--- src/cpd_map.svh ---
// Summary of operation
// - txd high or open: both drivers off
// - txd low while normal: both drivers on, bus dominant
// - dominant too long: drivers cut off
// - rxd is push-pull while normal
// - rxd high recessive, low dominant
// - low-power-off: rxd left floating
// - low-power-off: drivers off, bus left recessive
// - debug mode forces transceiver normal operation unless low-power-off is set
`ifndef CPD_MAP_SVH
`define CPD_MAP_SVH

`define CPD_CLK_MHZ         100
`define CPD_DOM_TIMEOUT_US  1000
`define CPD_RX_FIFO_DEPTH   16
`define CPD_RX_FIFO_WIDTH   1
`define CPD_RXD_IDLE        1'b1
`define CPD_TXD_RECESSIVE   1'b1

`endif

--- src/cpd_pkg.sv ---
`default_nettype none
package cpd_pkg;

  typedef enum logic [1:0] {
    CPD_MODE_OFF,
    CPD_MODE_LOW_PWR,
    CPD_MODE_NORMAL
  } cpd_mode_t;

  typedef struct packed {
    logic drv_on;
    logic rxd;
    logic rxd_oe;
    logic lock;
  } cpd_top_st_t;

endpackage
`default_nettype wire

--- src/cpd_tmr_if.sv ---
`timescale 1ns/1ps
`default_nettype none
interface cpd_tmr_if;
  logic run;
  logic expired;

  modport ctrl (
    output run,
    input  expired
  );

  modport tmr (
    input  run,
    output expired
  );
endinterface
`default_nettype wire

--- src/cpd_dom_timer.sv ---
`timescale 1ns/1ps
`default_nettype none
module cpd_dom_timer #(
  parameter int LIMIT = 100000
) (
  input  wire logic sys_clk,
  input  wire logic rst,
  cpd_tmr_if.tmr    tif
);
  localparam int CW = $clog2(LIMIT + 1);
  localparam logic [CW-1:0] LIM_M1 = CW'(LIMIT - 1);

  typedef struct packed {
    logic [CW-1:0] cnt;
    logic          expired;
  } cpd_tmr_st_t;

  cpd_tmr_st_t s;
  cpd_tmr_st_t next_s;

  always_comb begin
    next_s = s;
    if (!tif.run) begin
      next_s.cnt     = '0;
      next_s.expired = 1'b0;
    end else if (s.cnt >= LIM_M1) begin
      next_s.expired = 1'b1;
    end else begin
      next_s.cnt = s.cnt + CW'(1);
    end
  end

  always_ff @(posedge sys_clk or posedge rst) begin
    if (rst) begin
      s <= '0;
    end else begin
      s <= next_s;
    end
  end

  assign tif.expired = s.expired;
endmodule
`default_nettype wire

--- src/cpd_fifo.sv ---
`timescale 1ns/1ps
`default_nettype none
module cpd_fifo #(
  parameter int W = 1,
  parameter int D = 16
) (
  input  wire logic         sys_clk,
  input  wire logic         rst,
  input  wire logic         clear,
  input  wire logic         in_valid,
  output logic              in_ready,
  input  wire logic [W-1:0] in_data,
  output logic              out_valid,
  input  wire logic         out_ready,
  output logic [W-1:0]      out_data
);
  localparam int AW = $clog2(D);

  logic [W-1:0] mem [D];
  logic [AW:0]  wr_ptr;
  logic [AW:0]  rd_ptr;
  logic         full;
  logic         empty;
  logic         do_wr;
  logic         do_rd;

  assign empty     = (wr_ptr == rd_ptr);
  assign full      = (wr_ptr[AW-1:0] == rd_ptr[AW-1:0]) && (wr_ptr[AW] != rd_ptr[AW]);
  assign in_ready  = !full;
  assign out_valid = !empty;
  assign out_data  = mem[rd_ptr[AW-1:0]];
  assign do_wr     = in_valid && !full;
  assign do_rd     = out_ready && !empty;

  always_ff @(posedge sys_clk) begin
    if (do_wr) begin
      mem[wr_ptr[AW-1:0]] <= in_data;
    end
  end

  // clear drops stale samples so a wake never replays old bus levels
  always_ff @(posedge sys_clk or posedge rst) begin
    if (rst) begin
      wr_ptr <= '0;
      rd_ptr <= '0;
    end else if (clear) begin
      wr_ptr <= '0;
      rd_ptr <= '0;
    end else begin
      if (do_wr) begin
        wr_ptr <= wr_ptr + (AW+1)'(1);
      end
      if (do_rd) begin
        rd_ptr <= rd_ptr + (AW+1)'(1);
      end
    end
  end
endmodule
`default_nettype wire

--- src/cpd_top.sv ---
`timescale 1ns/1ps
`default_nettype none
`include "cpd_map.svh"
module cpd_top #(
  parameter int DOM_TIMEOUT_CYC = `CPD_DOM_TIMEOUT_US * `CPD_CLK_MHZ,
  parameter int RX_FIFO_DEPTH   = `CPD_RX_FIFO_DEPTH,
  parameter int RX_FIFO_WIDTH   = `CPD_RX_FIFO_WIDTH
) (
  input  wire logic sys_clk,
  input  wire logic rst,
  input  wire logic txd,
  input  wire logic normal_mode,
  input  wire logic low_power_off_mode,
  input  wire logic debug_mode,
  input  wire logic bus_dominant_sensed,
  output logic      canh_drive_en,
  output logic      canl_drive_en,
  output logic      rxd_out,
  output logic      rxd_oe,
  output logic      tx_timeout_lock
);

  // low-power-off outranks everything, debug then forces normal
  function automatic cpd_pkg::cpd_mode_t decode_mode(
    input logic low_pwr,
    input logic normal,
    input logic debug
  );
    cpd_pkg::cpd_mode_t m;
    m = cpd_pkg::CPD_MODE_OFF;
    if (low_pwr) begin
      m = cpd_pkg::CPD_MODE_LOW_PWR;
    end else if (normal || debug) begin
      m = cpd_pkg::CPD_MODE_NORMAL;
    end
    return m;
  endfunction

  cpd_pkg::cpd_mode_t  mode;
  cpd_pkg::cpd_top_st_t s;
  cpd_pkg::cpd_top_st_t next_s;
  logic                 active;
  logic                 txd_dominant;
  logic                 next_lock;
  logic                 fifo_in_ready;
  logic                 fifo_out_valid;
  logic [RX_FIFO_WIDTH-1:0] fifo_out_data;
  logic [RX_FIFO_WIDTH-1:0] fifo_in_data;

  cpd_tmr_if tif ();

  assign mode         = decode_mode(low_power_off_mode, normal_mode, debug_mode);
  assign active       = (mode == cpd_pkg::CPD_MODE_NORMAL);
  assign txd_dominant = (txd != `CPD_TXD_RECESSIVE);
  assign tif.run      = active && txd_dominant;
  assign fifo_in_data = RX_FIFO_WIDTH'(!bus_dominant_sensed);

  cpd_dom_timer #(
    .LIMIT (DOM_TIMEOUT_CYC)
  ) u_timer (
    .sys_clk (sys_clk),
    .rst     (rst),
    .tif     (tif)
  );

  // sampler holds off while the queue is full, so that cycle's bus level is dropped
  cpd_fifo #(
    .W (RX_FIFO_WIDTH),
    .D (RX_FIFO_DEPTH)
  ) u_rx_fifo (
    .sys_clk   (sys_clk),
    .rst       (rst),
    .clear     (!active),
    .in_valid  (active && fifo_in_ready),
    .in_ready  (fifo_in_ready),
    .in_data   (fifo_in_data),
    .out_valid (fifo_out_valid),
    .out_ready (active),
    .out_data  (fifo_out_data)
  );

  always_comb begin
    next_s = s;
    // a fresh expiry wins over the release by txd going high
    next_lock = tif.expired || (s.lock && txd_dominant);
    next_s.lock = next_lock;
    case (mode)
      cpd_pkg::CPD_MODE_NORMAL: begin
        next_s.drv_on = txd_dominant && !next_lock;
        next_s.rxd_oe = 1'b1;
        if (fifo_out_valid) begin
          next_s.rxd = fifo_out_data[0];
        end
      end
      cpd_pkg::CPD_MODE_LOW_PWR: begin
        next_s.drv_on = 1'b0;
        next_s.rxd_oe = 1'b0;
        next_s.rxd    = `CPD_RXD_IDLE;
        next_s.lock   = 1'b0;
      end
      default: begin
        // outside normal the bus stays recessive and rxd parks high
        next_s.drv_on = 1'b0;
        next_s.rxd_oe = 1'b0;
        next_s.rxd    = `CPD_RXD_IDLE;
        next_s.lock   = 1'b0;
      end
    endcase
  end

  always_ff @(posedge sys_clk or posedge rst) begin
    if (rst) begin
      s <= '{drv_on: 1'b0, rxd: `CPD_RXD_IDLE, rxd_oe: 1'b0, lock: 1'b0};
    end else begin
      s <= next_s;
    end
  end

  // both drivers share one flop: they must never split on the bus
  assign canh_drive_en   = s.drv_on;
  assign canl_drive_en   = s.drv_on;
  assign rxd_out         = s.rxd;
  assign rxd_oe          = s.rxd_oe;
  assign tx_timeout_lock = s.lock;
endmodule
`default_nettype wire

--- config.mk ---
export PLATFORM = sky130hd
export DESIGN_NAME = cpd_top
export DESIGN_NICKNAME = d
export VERILOG_FILES = /design/src/cpd_pkg.sv /design/src/cpd_tmr_if.sv /design/src/cpd_dom_timer.sv /design/src/cpd_fifo.sv /design/src/cpd_top.sv
export VERILOG_INCLUDE_DIRS = /design/src
export SDC_FILE = /design/constraint.sdc
export NUM_CORES = 1
export LEC_CHECK = 0
export BUFFER_PORTS_ARGS = -buffer_cell sky130_fd_sc_hd__buf_2
export CORE_MARGIN = 2
export CORE_UTILIZATION = 60
export CTS_CLUSTER_SIZE = 25
export DETAILED_ROUTE_END_ITERATION = 10
export PLACE_DENSITY = 0.78
export RECOVER_POWER = 100
export SLEW_MARGIN = 10
export SYNTH_ARGS = -nofsm -noshare
export SYNTH_HDL_FRONTEND = slang
export SYNTH_SLANG_ARGS = --single-unit
--- constraint.sdc ---
create_clock -name sys_clk -period 4.6 [get_ports sys_clk]
set_input_delay 0.23 -clock sys_clk [delete_from_list [all_inputs] [get_ports sys_clk]]
set_output_delay 0.23 -clock sys_clk [all_outputs]
set_load 0.02 [all_outputs]
# [Yosys cells after proc, flatten, opt, wreduce, memory -nomap -nowiden]
# Memories as Yosys holds them, arrays and structs flattened.
# Index checks and enable logic that the tools add are counted.
[op_classes] bitwise_logic=1 eq_ne=9 mux=14 n_reduce_logical=13 order_cmp=1 n_addsub=3
[ops] operator="$mux 5" n=4
[ops] operator="$mux 18" n=1
[ops] operator="$add 17x1->17 const B" n=1
[ops] operator="$ge 17x17->1 const B" n=1
[ops] operator="$mux 17" n=1
[ops] operator="$add 5x1->5 const B" n=2
[ops] operator="$logic_and 1x1->1" n=7
[ops] operator="$ne 2x2->1 const B" n=3
[ops] operator="$eq 5x5->1" n=1
[ops] operator="$mux 1" n=5
[ops] operator="$eq 4x4->1" n=1
[ops] operator="$logic_not 1->1" n=4
[ops] operator="$mux 2" n=2
[ops] operator="$ne 2x1->1 const B" n=2
[ops] operator="$mux 3" n=1
[ops] operator="$eq 2x2->1 const B" n=1
[ops] operator="$logic_or 1x1->1" n=2
[ops] operator="$ne 1x1->1" n=1
[ops] operator="$not 1->1" n=1
[word_totals] in_bits=7 ramBits=16 out_inout_bits=5 elab_cells=50 n_memories=1 reg_bits=32
[memory_table] memory="u_rx_fifo.mem" depth=16 width=1 read_ports=1 rd_ports_with_merged_regs=0 write_ports=1 line_no="cpd_fifo.sv:19" rtl="logic [W-1:0] mem [D];"

# [Depth between registers and ports, before layout]
# Gate-level depths: netlist of run 1.
[depth] word_depth=8 mapped_depth=7 mapped_depth_nobuf=6

# [Modules after synthesis]
# Synthesis of run 1 repeated with hierarchy kept, for this count alone.
[hier_totals] cells_unflattened=270 area_unflattened_um2=2836.5
[by_module_without_submodules] mod="cpd_fifo" area_each_um2=1483.9 seq_area_each_um2=730.7 n_inst=1 cells_each=124
[by_module_without_submodules] mod="cpd_dom_timer" area_each_um2=1167.4 seq_area_each_um2=450.4 n_inst=1 cells_each=130
[by_module_without_submodules] mod="cpd_top" area_each_um2=185.2 seq_area_each_um2=101.3 n_inst=1 cells_each=16

# [Worst setup path before layout of run 1]
# No wires, ideal clock.
[synth_timing] kind="register -> register" from="reg u_timer.s[14] (netlist name)" to="reg u_timer.s[7] (netlist name)" path_buffers=1 required_ps=4521 arrival_ps=1980 synth_period_minus_slack_ps=2059 setup_time_ps=79 setup_slack_ps=2541 path_stages_with_launch=7 cell_sequence="dfrtp_1 -> or4_4 -> a32oi_1 -> a21bo_1 -> clkbuf_2 -> or4_1 -> a21oi_1"
[synth_between] elab_chain_cells=2
[synth_rtl] item="start: declaration" line_no="cpd_dom_timer.sv:18" rtl="cpd_tmr_st_t s;"
[synth_rtl] item="start signal: assignment" line_no="cpd_dom_timer.sv:37" rtl="s <= next_s;"
[synth_rtl] item="$ge 17x17->1" line_no="cpd_dom_timer.sv:26" rtl="end else if (s.cnt >= LIM_M1) begin"
[synth_rtl] item="$ne 2x2->1 (no source line)"
# No other way between the ends.
# A chain may end at the register's enable or synchronous reset.

# [Final worst setup path of run 1]
# Ends and elaborated chain as after synthesis.

==> run_results.csv, run 1 <==
group,metric,value,unit
worst_hold_path,hold_class,"primary input to register",
logic_synthesis,synth_commonest_cells,"34 x nor2_1, 31 x dfrtp_1, 16 x edfxtp_1, 16 x nand2_1, 15 x a21oi_1",
worst_setup_path,crit_path_max_incr_delay,0.59,ns
clock_tree,cts.sinks,48,
logic_synthesis,yosysWarnings,0,
global_routing,use_met3,4.50,%
finish,drive_gt1_share,9.05,%
timing,hold_violations,0,
clock_tree,post_cts_resized,0,
global_routing,grt_pass1_wl,7.67,mm
global_routing,grt_pass1_vias,1694,
logic_synthesis,ys_seq_area_share,52.5,%
die,core-area,3970,um2
clock_tree,clk_pin_slew,0.08,ns
clock_tree,clock_latency,0.30,ns
worst_setup_path,reg2reg_depth,5,
clock_tree,cts-buffers-inserted,5,
finish,fillers,307,
routing,drt-pass1-iter-count,4,
placement,gp_congestion,0.792,
routing,avgRoutedWirePerCell,16.1,um
finish,area_delta_synth_final,6.97,%
finish,final_nets,255,
timing,layout_min_cycle_time,2.38,ns
worst_setup_path,cp_top_family,"simple AND/OR/NAND/NOR gates",
routing,drc_errors,0,
routing,num_vias,1762,
worst_setup_path,cp-start-kind,"register",
clock_tree,cts_setup_buffers,0,
power,ir_worst_vdd,0.000218,V
routing,ant_nets,0,
global_routing,grt_max_degree,28,
worst_setup_path,cp-end-kind,"register",
routing,wirelength,4.72,mm
logic_synthesis,syn_nets,244,
clock_tree,cts_tree,"built",
timing,final.setup.tns,0,ns
die,dieHeight,67.8,um
logic_synthesis,ys_top_cells_by_area,"dfrtp_1 32%, edfxtp_1 20%, nor2_1 5.2%",
timing,slew_headroom,5.74,%
logic_synthesis,yosysTopAreaCell,"dfrtp_1",
timing,skew,0.00709,ns
worst_setup_path,cp.arrival,2.59,ns
run,cap_violations,0,
finish,diodes,0,
logic_synthesis,synth_edf_count,16,
logic_synthesis,synth-async-reset-ratio,66.7,%
die,dieArea,4600,um2
routing,vias_per_cell,6.01,
die,die_w,67.8,um
die,start_util,61.5,%
global_routing,overflow,0,
placement,place_ws,1.96,ns
worst_hold_path,hold_depth,3,
worst_setup_path,cp_common_cell,"or4_1",
clock_tree,cts.root.buffer_cell,"clkbuf_8",
timing,maxSlewViolCount,0,
global_routing,grt_usage,22.6,%
placement,dpl.hpwl,3.34,mm
status,status,"finished clean",
logic_synthesis,synth_cells,231,
worst_setup_path,crit_required,4.81,ns
routing,drt-initial-drc-count,189,
global_routing,antenna_found_initial,0,
timing,setup_viol,0,
global_routing,busiest_layer,"met2",
worst_setup_path,crit_buf_inv,0,
worst_setup_path,cp_slowest_cell,"or4_1",
logic_synthesis,yosys.cell_types.count,39,
logic_synthesis,avgSynthCellArea,10.6,um2
timing,grt_setup_unrepaired,"false",
global_routing,grt_util_met2,35.4,%
placement,portBuffers,11,
logic_synthesis,yosysMostFrequentCell,"nor2_1",
worst_setup_path,crit_type,"register to register",
clock_tree,hold_buffers,1,
worst_setup_path,critPathMaxFanout,20,
worst_setup_path,cp.depth,5,
global_routing,use_met1,32.2,%
power,p_leak,1.00,nW
die,ioPinCount,12,
logic_synthesis,syn_area,2440,um2
logic_synthesis,synth_top_area_share,31.8,%
logic_synthesis,ys_ff_latch,48,
clock_tree,cts_max_level,2,
power,p_per_area,321,nW/um2
die,rows,23,
timing,final.period_utilization,51.8,%
timing,worst_slew_pin_slew,1.41,ns
timing,fmax,419,MHz
timing,setup_slack,2.22,ns
worst_setup_path,crit_chain,"or4_1, a32oi_1, a21bo_1, or4_1, a21oi_1",
logic_synthesis,ys.flop_type,"dfrtp_1",
clock_tree,clock_path_buffers,2,
[sequential cells by signal (all words and copies together), names as in the netlist]
name and cells:
tx_timeout_lock 1, rxd_oe 1, u_rx_fifo.wr_ptr 5, rxd_out 1, u_rx_fifo.rd_ptr 5, u_rx_fifo.mem 16, canh_drive_en 1, u_timer.s 17
u_timer.tif.expired 1
[stage by stage]
stage | std cells | hold WS, ns | power, mW | util (%) | instance area, um2
2_1_floorplan | 231 | 0.345 | 0.578 | - | 2440
3_3_place_gp | 284 | 0.137 | 0.602 | 63.7 | 2530
3_5_place_dp | 284 | 0.139 | 0.606 | 63.7 | 2530
4_1_cts | 293 | 0.254 | 0.848 | 66.1 | 2630
5_1_grt | 293 | 0.278 | 0.881 | 65.8 | 2610
6_report | 293 | 0.270 | 0.840 | 65.8 | 2610
[cell type report]
type | instances | area [um2] | share of cell area (%)
clock inverter | 3 | 18.8 | 0.718
sequential | 48 | 1280 | 49.1
multi-input combinational | 167 | 1090 | 41.8
inverter | 7 | 26.3 | 1.01
tap | 50 | 62.6 | 2.39
clock buffer | 5 | 68.8 | 2.63
timing repair buffer | 13 | 62.6 | 2.39
[logic make-up (layout without fill, tap and decap cells)]
group / after synthesis / count (layout) / share of synthesized area (%)
flops: 48 / 48 / 52.5
fa+ha+maj: 6 / 6 / 3.07
xor+xnor: 16 / 16 / 5.74
simple gates: 96 / 96 / 19.5
buf+inv: 16 / 28 / 2.66
compound gates: 41 / 41 / 10.7
mux: 8 / 8 / 5.84
[worst paths after layout]
check                                     startpoint                               to  slack [ns]
max in group asynchronous                        rst        u_timer.s[17]$_DFFE_PP0P_        2.67
setup reg to reg           u_timer.s[14]$_DFFE_PP0P_         u_timer.s[7]$_DFFE_PP0P_        2.22
min in group asynchronous                        rst  u_rx_fifo.rd_ptr[2]$_DFFE_PP0P_        0.35
hold / removal                                   txd        u_timer.s[11]$_DFFE_PP0P_        0.27
hold reg to reg            tx_timeout_lock$_DFF_PP0_          canh_drive_en$_DFF_PP0_        0.47
setup / recovery           u_timer.s[14]$_DFFE_PP0P_         u_timer.s[7]$_DFFE_PP0P_        2.22
[power by group]
group / leakage [nW] / internal (mW) / switching [mW]
clock: 0.0402 / 0.105 / 0.139
combinational: 0.378 / 0.0538 / 0.0612
sequential: 0.582 / 0.454 / 0.0257
total: 1.00 / 0.613 / 0.226
[cells in the final DEF, fill, tap and decap left out, types with 4 or more instances in the layout]
cell type,count
nor2_1,34
dfrtp_1,31
nand2_1,16
edfxtp_1,16
a21oi_1,15
o21ai_0,10
or3_1,9
xor2_1,8
xnor2_1,8
nand4_1,8
nand3_1,8
nor3_1,7
inv_1,6
ha_1,6
buf_2,6
clkbuf_1,6
mux4_2,5
clkbuf_8,5
and4_1,4
[tightest hold or removal path, delay by kind of cell]
family | cells | cell delay, ns
AND/OR/NAND/NOR | 1 | 0.12
buffers and inverters | 1 | 0.10
multiplexers | 1 | 0.07
[metal layers]
| layer | part of all wire, % | wire length (um) | vias to the layer above |
|---|---|---|---|
| met1 | 49 | 2300 | 862 |
| met4 | 1.2 | 57 | 0 |
| li1 | - | - | 861 |
| met5 | 0 | 0 | - |
| met2 | 46 | 2190 | 33 |
| met3 | 3.6 | 169 | 6 |
(Power assumes the default switching activity.)
==> run 2, diff against run 1 <==
==> constraint.sdc (replaced) <==
create_clock -name sys_clk -period 2.45 [get_ports sys_clk]
set_input_delay 0.1225 -clock sys_clk [delete_from_list [all_inputs] [get_ports sys_clk]]
set_output_delay 0.1225 -clock sys_clk [all_outputs]
set_load 0.02 [all_outputs]
==> run 2 against run 1 <==
The flow now finishes with violations (max-capacitance violations, max-slew violations). Setup slack lost 2.0 ns. Clock skew shrank 0.0016 ns. Register-to-register slack lost 2.0 ns. First-iteration DRC count grew 3.7%. Clock power grew 140%. Via count grew 1.0%. Non-clock buffer count grew 4. Utilization grew 1.2 points. Fmax grew 4.7%. Die area is the same. Largest cell class unchanged. Highest routed layer unchanged.
==> run_results.csv, run 2 (synthesized netlist as in run 1, its figures left out) <==
group,metric,value,unit
status,status,"finished, violations left",
status,violations,"max-capacitance violations, max-slew violations",
finish,largest_register_ff_count,17,
placement,portBuffers,11,
timing,skew,0.00546,ns
finish,regMostFlops,"u_timer.s",
timing,fmax,439,MHz
worst_hold_path,hold_depth,3,
die,ioPinCount,12,
die,die_w,67.8,um
power,switching_power,0.440,mW
worst_setup_path,crit_chain,"or4_4, a32oi_1, a21bo_1, or4_1, a21oi_1",
worst_setup_path,crit_buf_inv,0,
worst_hold_path,hp-start,"txd",
clock_tree,cts-buffers-inserted,5,
global_routing,antenna_found_initial,0,
global_routing,grt_usage,23.1,%
clock_tree,post_cts_resized,0,
finish,stdcell_area,2660,um2
placement,place_ws,0.190,ns
finish,area_delta_synth_final,8.91,%
worst_setup_path,cp-end-kind,"register",
power,p_int,1.27,mW
placement,place_area,2560,um2
clock_tree,cts_setup_buffers,0,
clock_tree,clk_pin_slew,0.09,ns
routing,avgRoutedWirePerCell,15.6,um
worst_setup_path,cp.depth,5,
routing,wirelength,4.64,mm
timing,maxSlewViolCount,33,
finish,postLayoutCoreUtil,67.0,%
power,netSwitchingFraction,25.8,%
timing,final.setup.tns,0,ns
clock_tree,cts_tree,"built",
finish,diodes,0,
timing,hold_violations,0,
worst_setup_path,cp_top_family,"simple AND/OR/NAND/NOR gates",
timing,final.period_utilization,93.0,%
power,p_per_area,641,nW/um2
worst_setup_path,cp.arrival,2.51,ns
power,total_power,1.71,mW
clock_tree,clock_path_buffers,2,
finish,mostFrequentLayoutCells,"34 x nor2_1, 31 x dfrtp_1, 16 x nand2_1, 16 x edfxtp_1, 15 x a21oi_1",
timing,layout_min_cycle_time,2.28,ns
worst_setup_path,crit_required,2.68,ns
global_routing,grt_max_degree,33,
timing,slew_headroom,-12.7,%
timing,holdWs,0.113,ns
clock_tree,clock_latency,0.30,ns
timing,grt_setup_unrepaired,"false",
global_routing,grt_pass1_vias,1594,
worst_setup_path,reg2reg_depth,5,
power,pwr-share-comb,13.2,%
placement,dp.cells,288,
timing,setup_slack,0.172,ns
finish,final_common_cell,"nor2_1",
placement,dpl.hpwl,3.19,mm
finish,finalNonFillerCells,297,
worst_setup_path,r2r_end,"u_timer.s[7]$_DFFE_PP0P_",
timing,worst_slew_pin_slew,1.69,ns
clock_tree,cts_max_level,2,
routing,drc_errors,0,
worst_setup_path,crit_type,"register to register",
global_routing,grt_pass1_wl,7.72,mm
clock_tree,cts.root.buffer_cell,"clkbuf_8",
die,core-area,3970,um2
die,dieHeight,67.8,um
power,clkPwrFrac,33.9,%
timing,setup_viol,0,
finish,final_nets,259,
routing,vias_per_cell,5.99,
die,rows,23,
worst_setup_path,reg2reg_from,"u_timer.s[14]$_DFFE_PP0P_",
power,sequentialPowerShare,52.9,%
clock_tree,cts.sinks,48,
die,dieArea,4600,um2
worst_setup_path,critPathMaxFanout,20,
power,ir_worst_vdd,0.000348,V
routing,drt-initial-drc-count,196,
worst_hold_path,worstHoldEndpoint,"u_timer.s[11]$_DFFE_PP0P_",
placement,gp_congestion,0.867,
run,cap_violations,1,
routing,drt-pass1-iter-count,5,
routing,num_vias,1780,
routing,ant_nets,0,
worst_setup_path,cp_slowest_cell,"or4_4",
die,start_util,61.5,%
finish,fillers,318,
worst_setup_path,cp-start-kind,"register",
power,p_leak,1.02,nW
finish,drive_gt1_share,9.31,%
worst_setup_path,crit_path_max_incr_delay,0.56,ns
global_routing,overflow,0,
worst_hold_path,hold_class,"primary input to register",
worst_setup_path,regToRegSetupSlack,0.17,ns
run 2: cell count changes in the layout (fill, tap and decap cells not counted):
cell / delta
bufinv_16: +1
clkbuf_1: +4
clkinv_4: +1
clkinvlp_2: -2
or4_1: -1
or4_4: +1
run 2: how the worst max path moves through the flow:
| stage | from | endpoint | slack [ns] |
|---|---|---|---|
| 2_1_floorplan | u_timer.s[14]$_DFFE_PP0P_ | u_timer.s[7]$_DFFE_PP0P_ | 0.39 |
| 3_3_place_gp | u_timer.s[14]$_DFFE_PP0P_ | u_timer.s[8]$_DFFE_PP0P_ | 0.26 |
| 3_5_place_dp | u_timer.s[14]$_DFFE_PP0P_ | u_timer.s[7]$_DFFE_PP0P_ | 0.19 |
| 4_1_cts | u_timer.s[14]$_DFFE_PP0P_ | u_timer.s[7]$_DFFE_PP0P_ | 0.16 |
| 5_1_grt | u_timer.s[14]$_DFFE_PP0P_ | u_timer.s[8]$_DFFE_PP0P_ | 0.03 |
| 6_report | u_timer.s[14]$_DFFE_PP0P_ | u_timer.s[7]$_DFFE_PP0P_ | 0.17 |
run 2: area by class of cell:
class                   count  area (um2)  share of cell area, %
repair buffers             17        77.6                   2.92
flip-flops and latches     48        1280                   48.2
clock inverters             3        47.5                   1.79
multi-input cells         167        1090                   41.2
well taps                  50        62.6                   2.35
inverters                   7        26.3                  0.988
clock buffers               5        68.8                   2.59
run 2: power by group through the flow:
stage | Sequential (mW) | Clock, mW | Combinational [mW]
2_1_floorplan | 0.891 | 0 | 0.195
3_3_place_gp | 0.917 | 0 | 0.228
3_5_place_dp | 0.918 | 0 | 0.235
4_1_cts | 0.902 | 0.589 | 0.240
5_1_grt | 0.909 | 0.621 | 0.249
6_report | 0.902 | 0.578 | 0.226
run 2: repair_timing:
action / in CTS / in global routing
endpoints found under the hold margin: 31 / 0
endpoints found under the setup margin: 0 / 0
hold buffers: 1 / 0
run 2: metal layers:
| metal | share of wire, % | track usage (%) | wire length, um |
|---|---|---|---|
| met5 | 0 | 0 | 0 |
| met4 | 1.4 | 9.25 | 64 |
| met3 | 4.3 | 4.50 | 198 |
| met2 | 45 | 33.5 | 2110 |
| met1 | 49 | 34.2 | 2270 |
run 2: tightest hold or removal path, cell delays in order:
cell and delay (ns):
buf_2 0.09, or3_1 0.10, mux2i_1 0.06
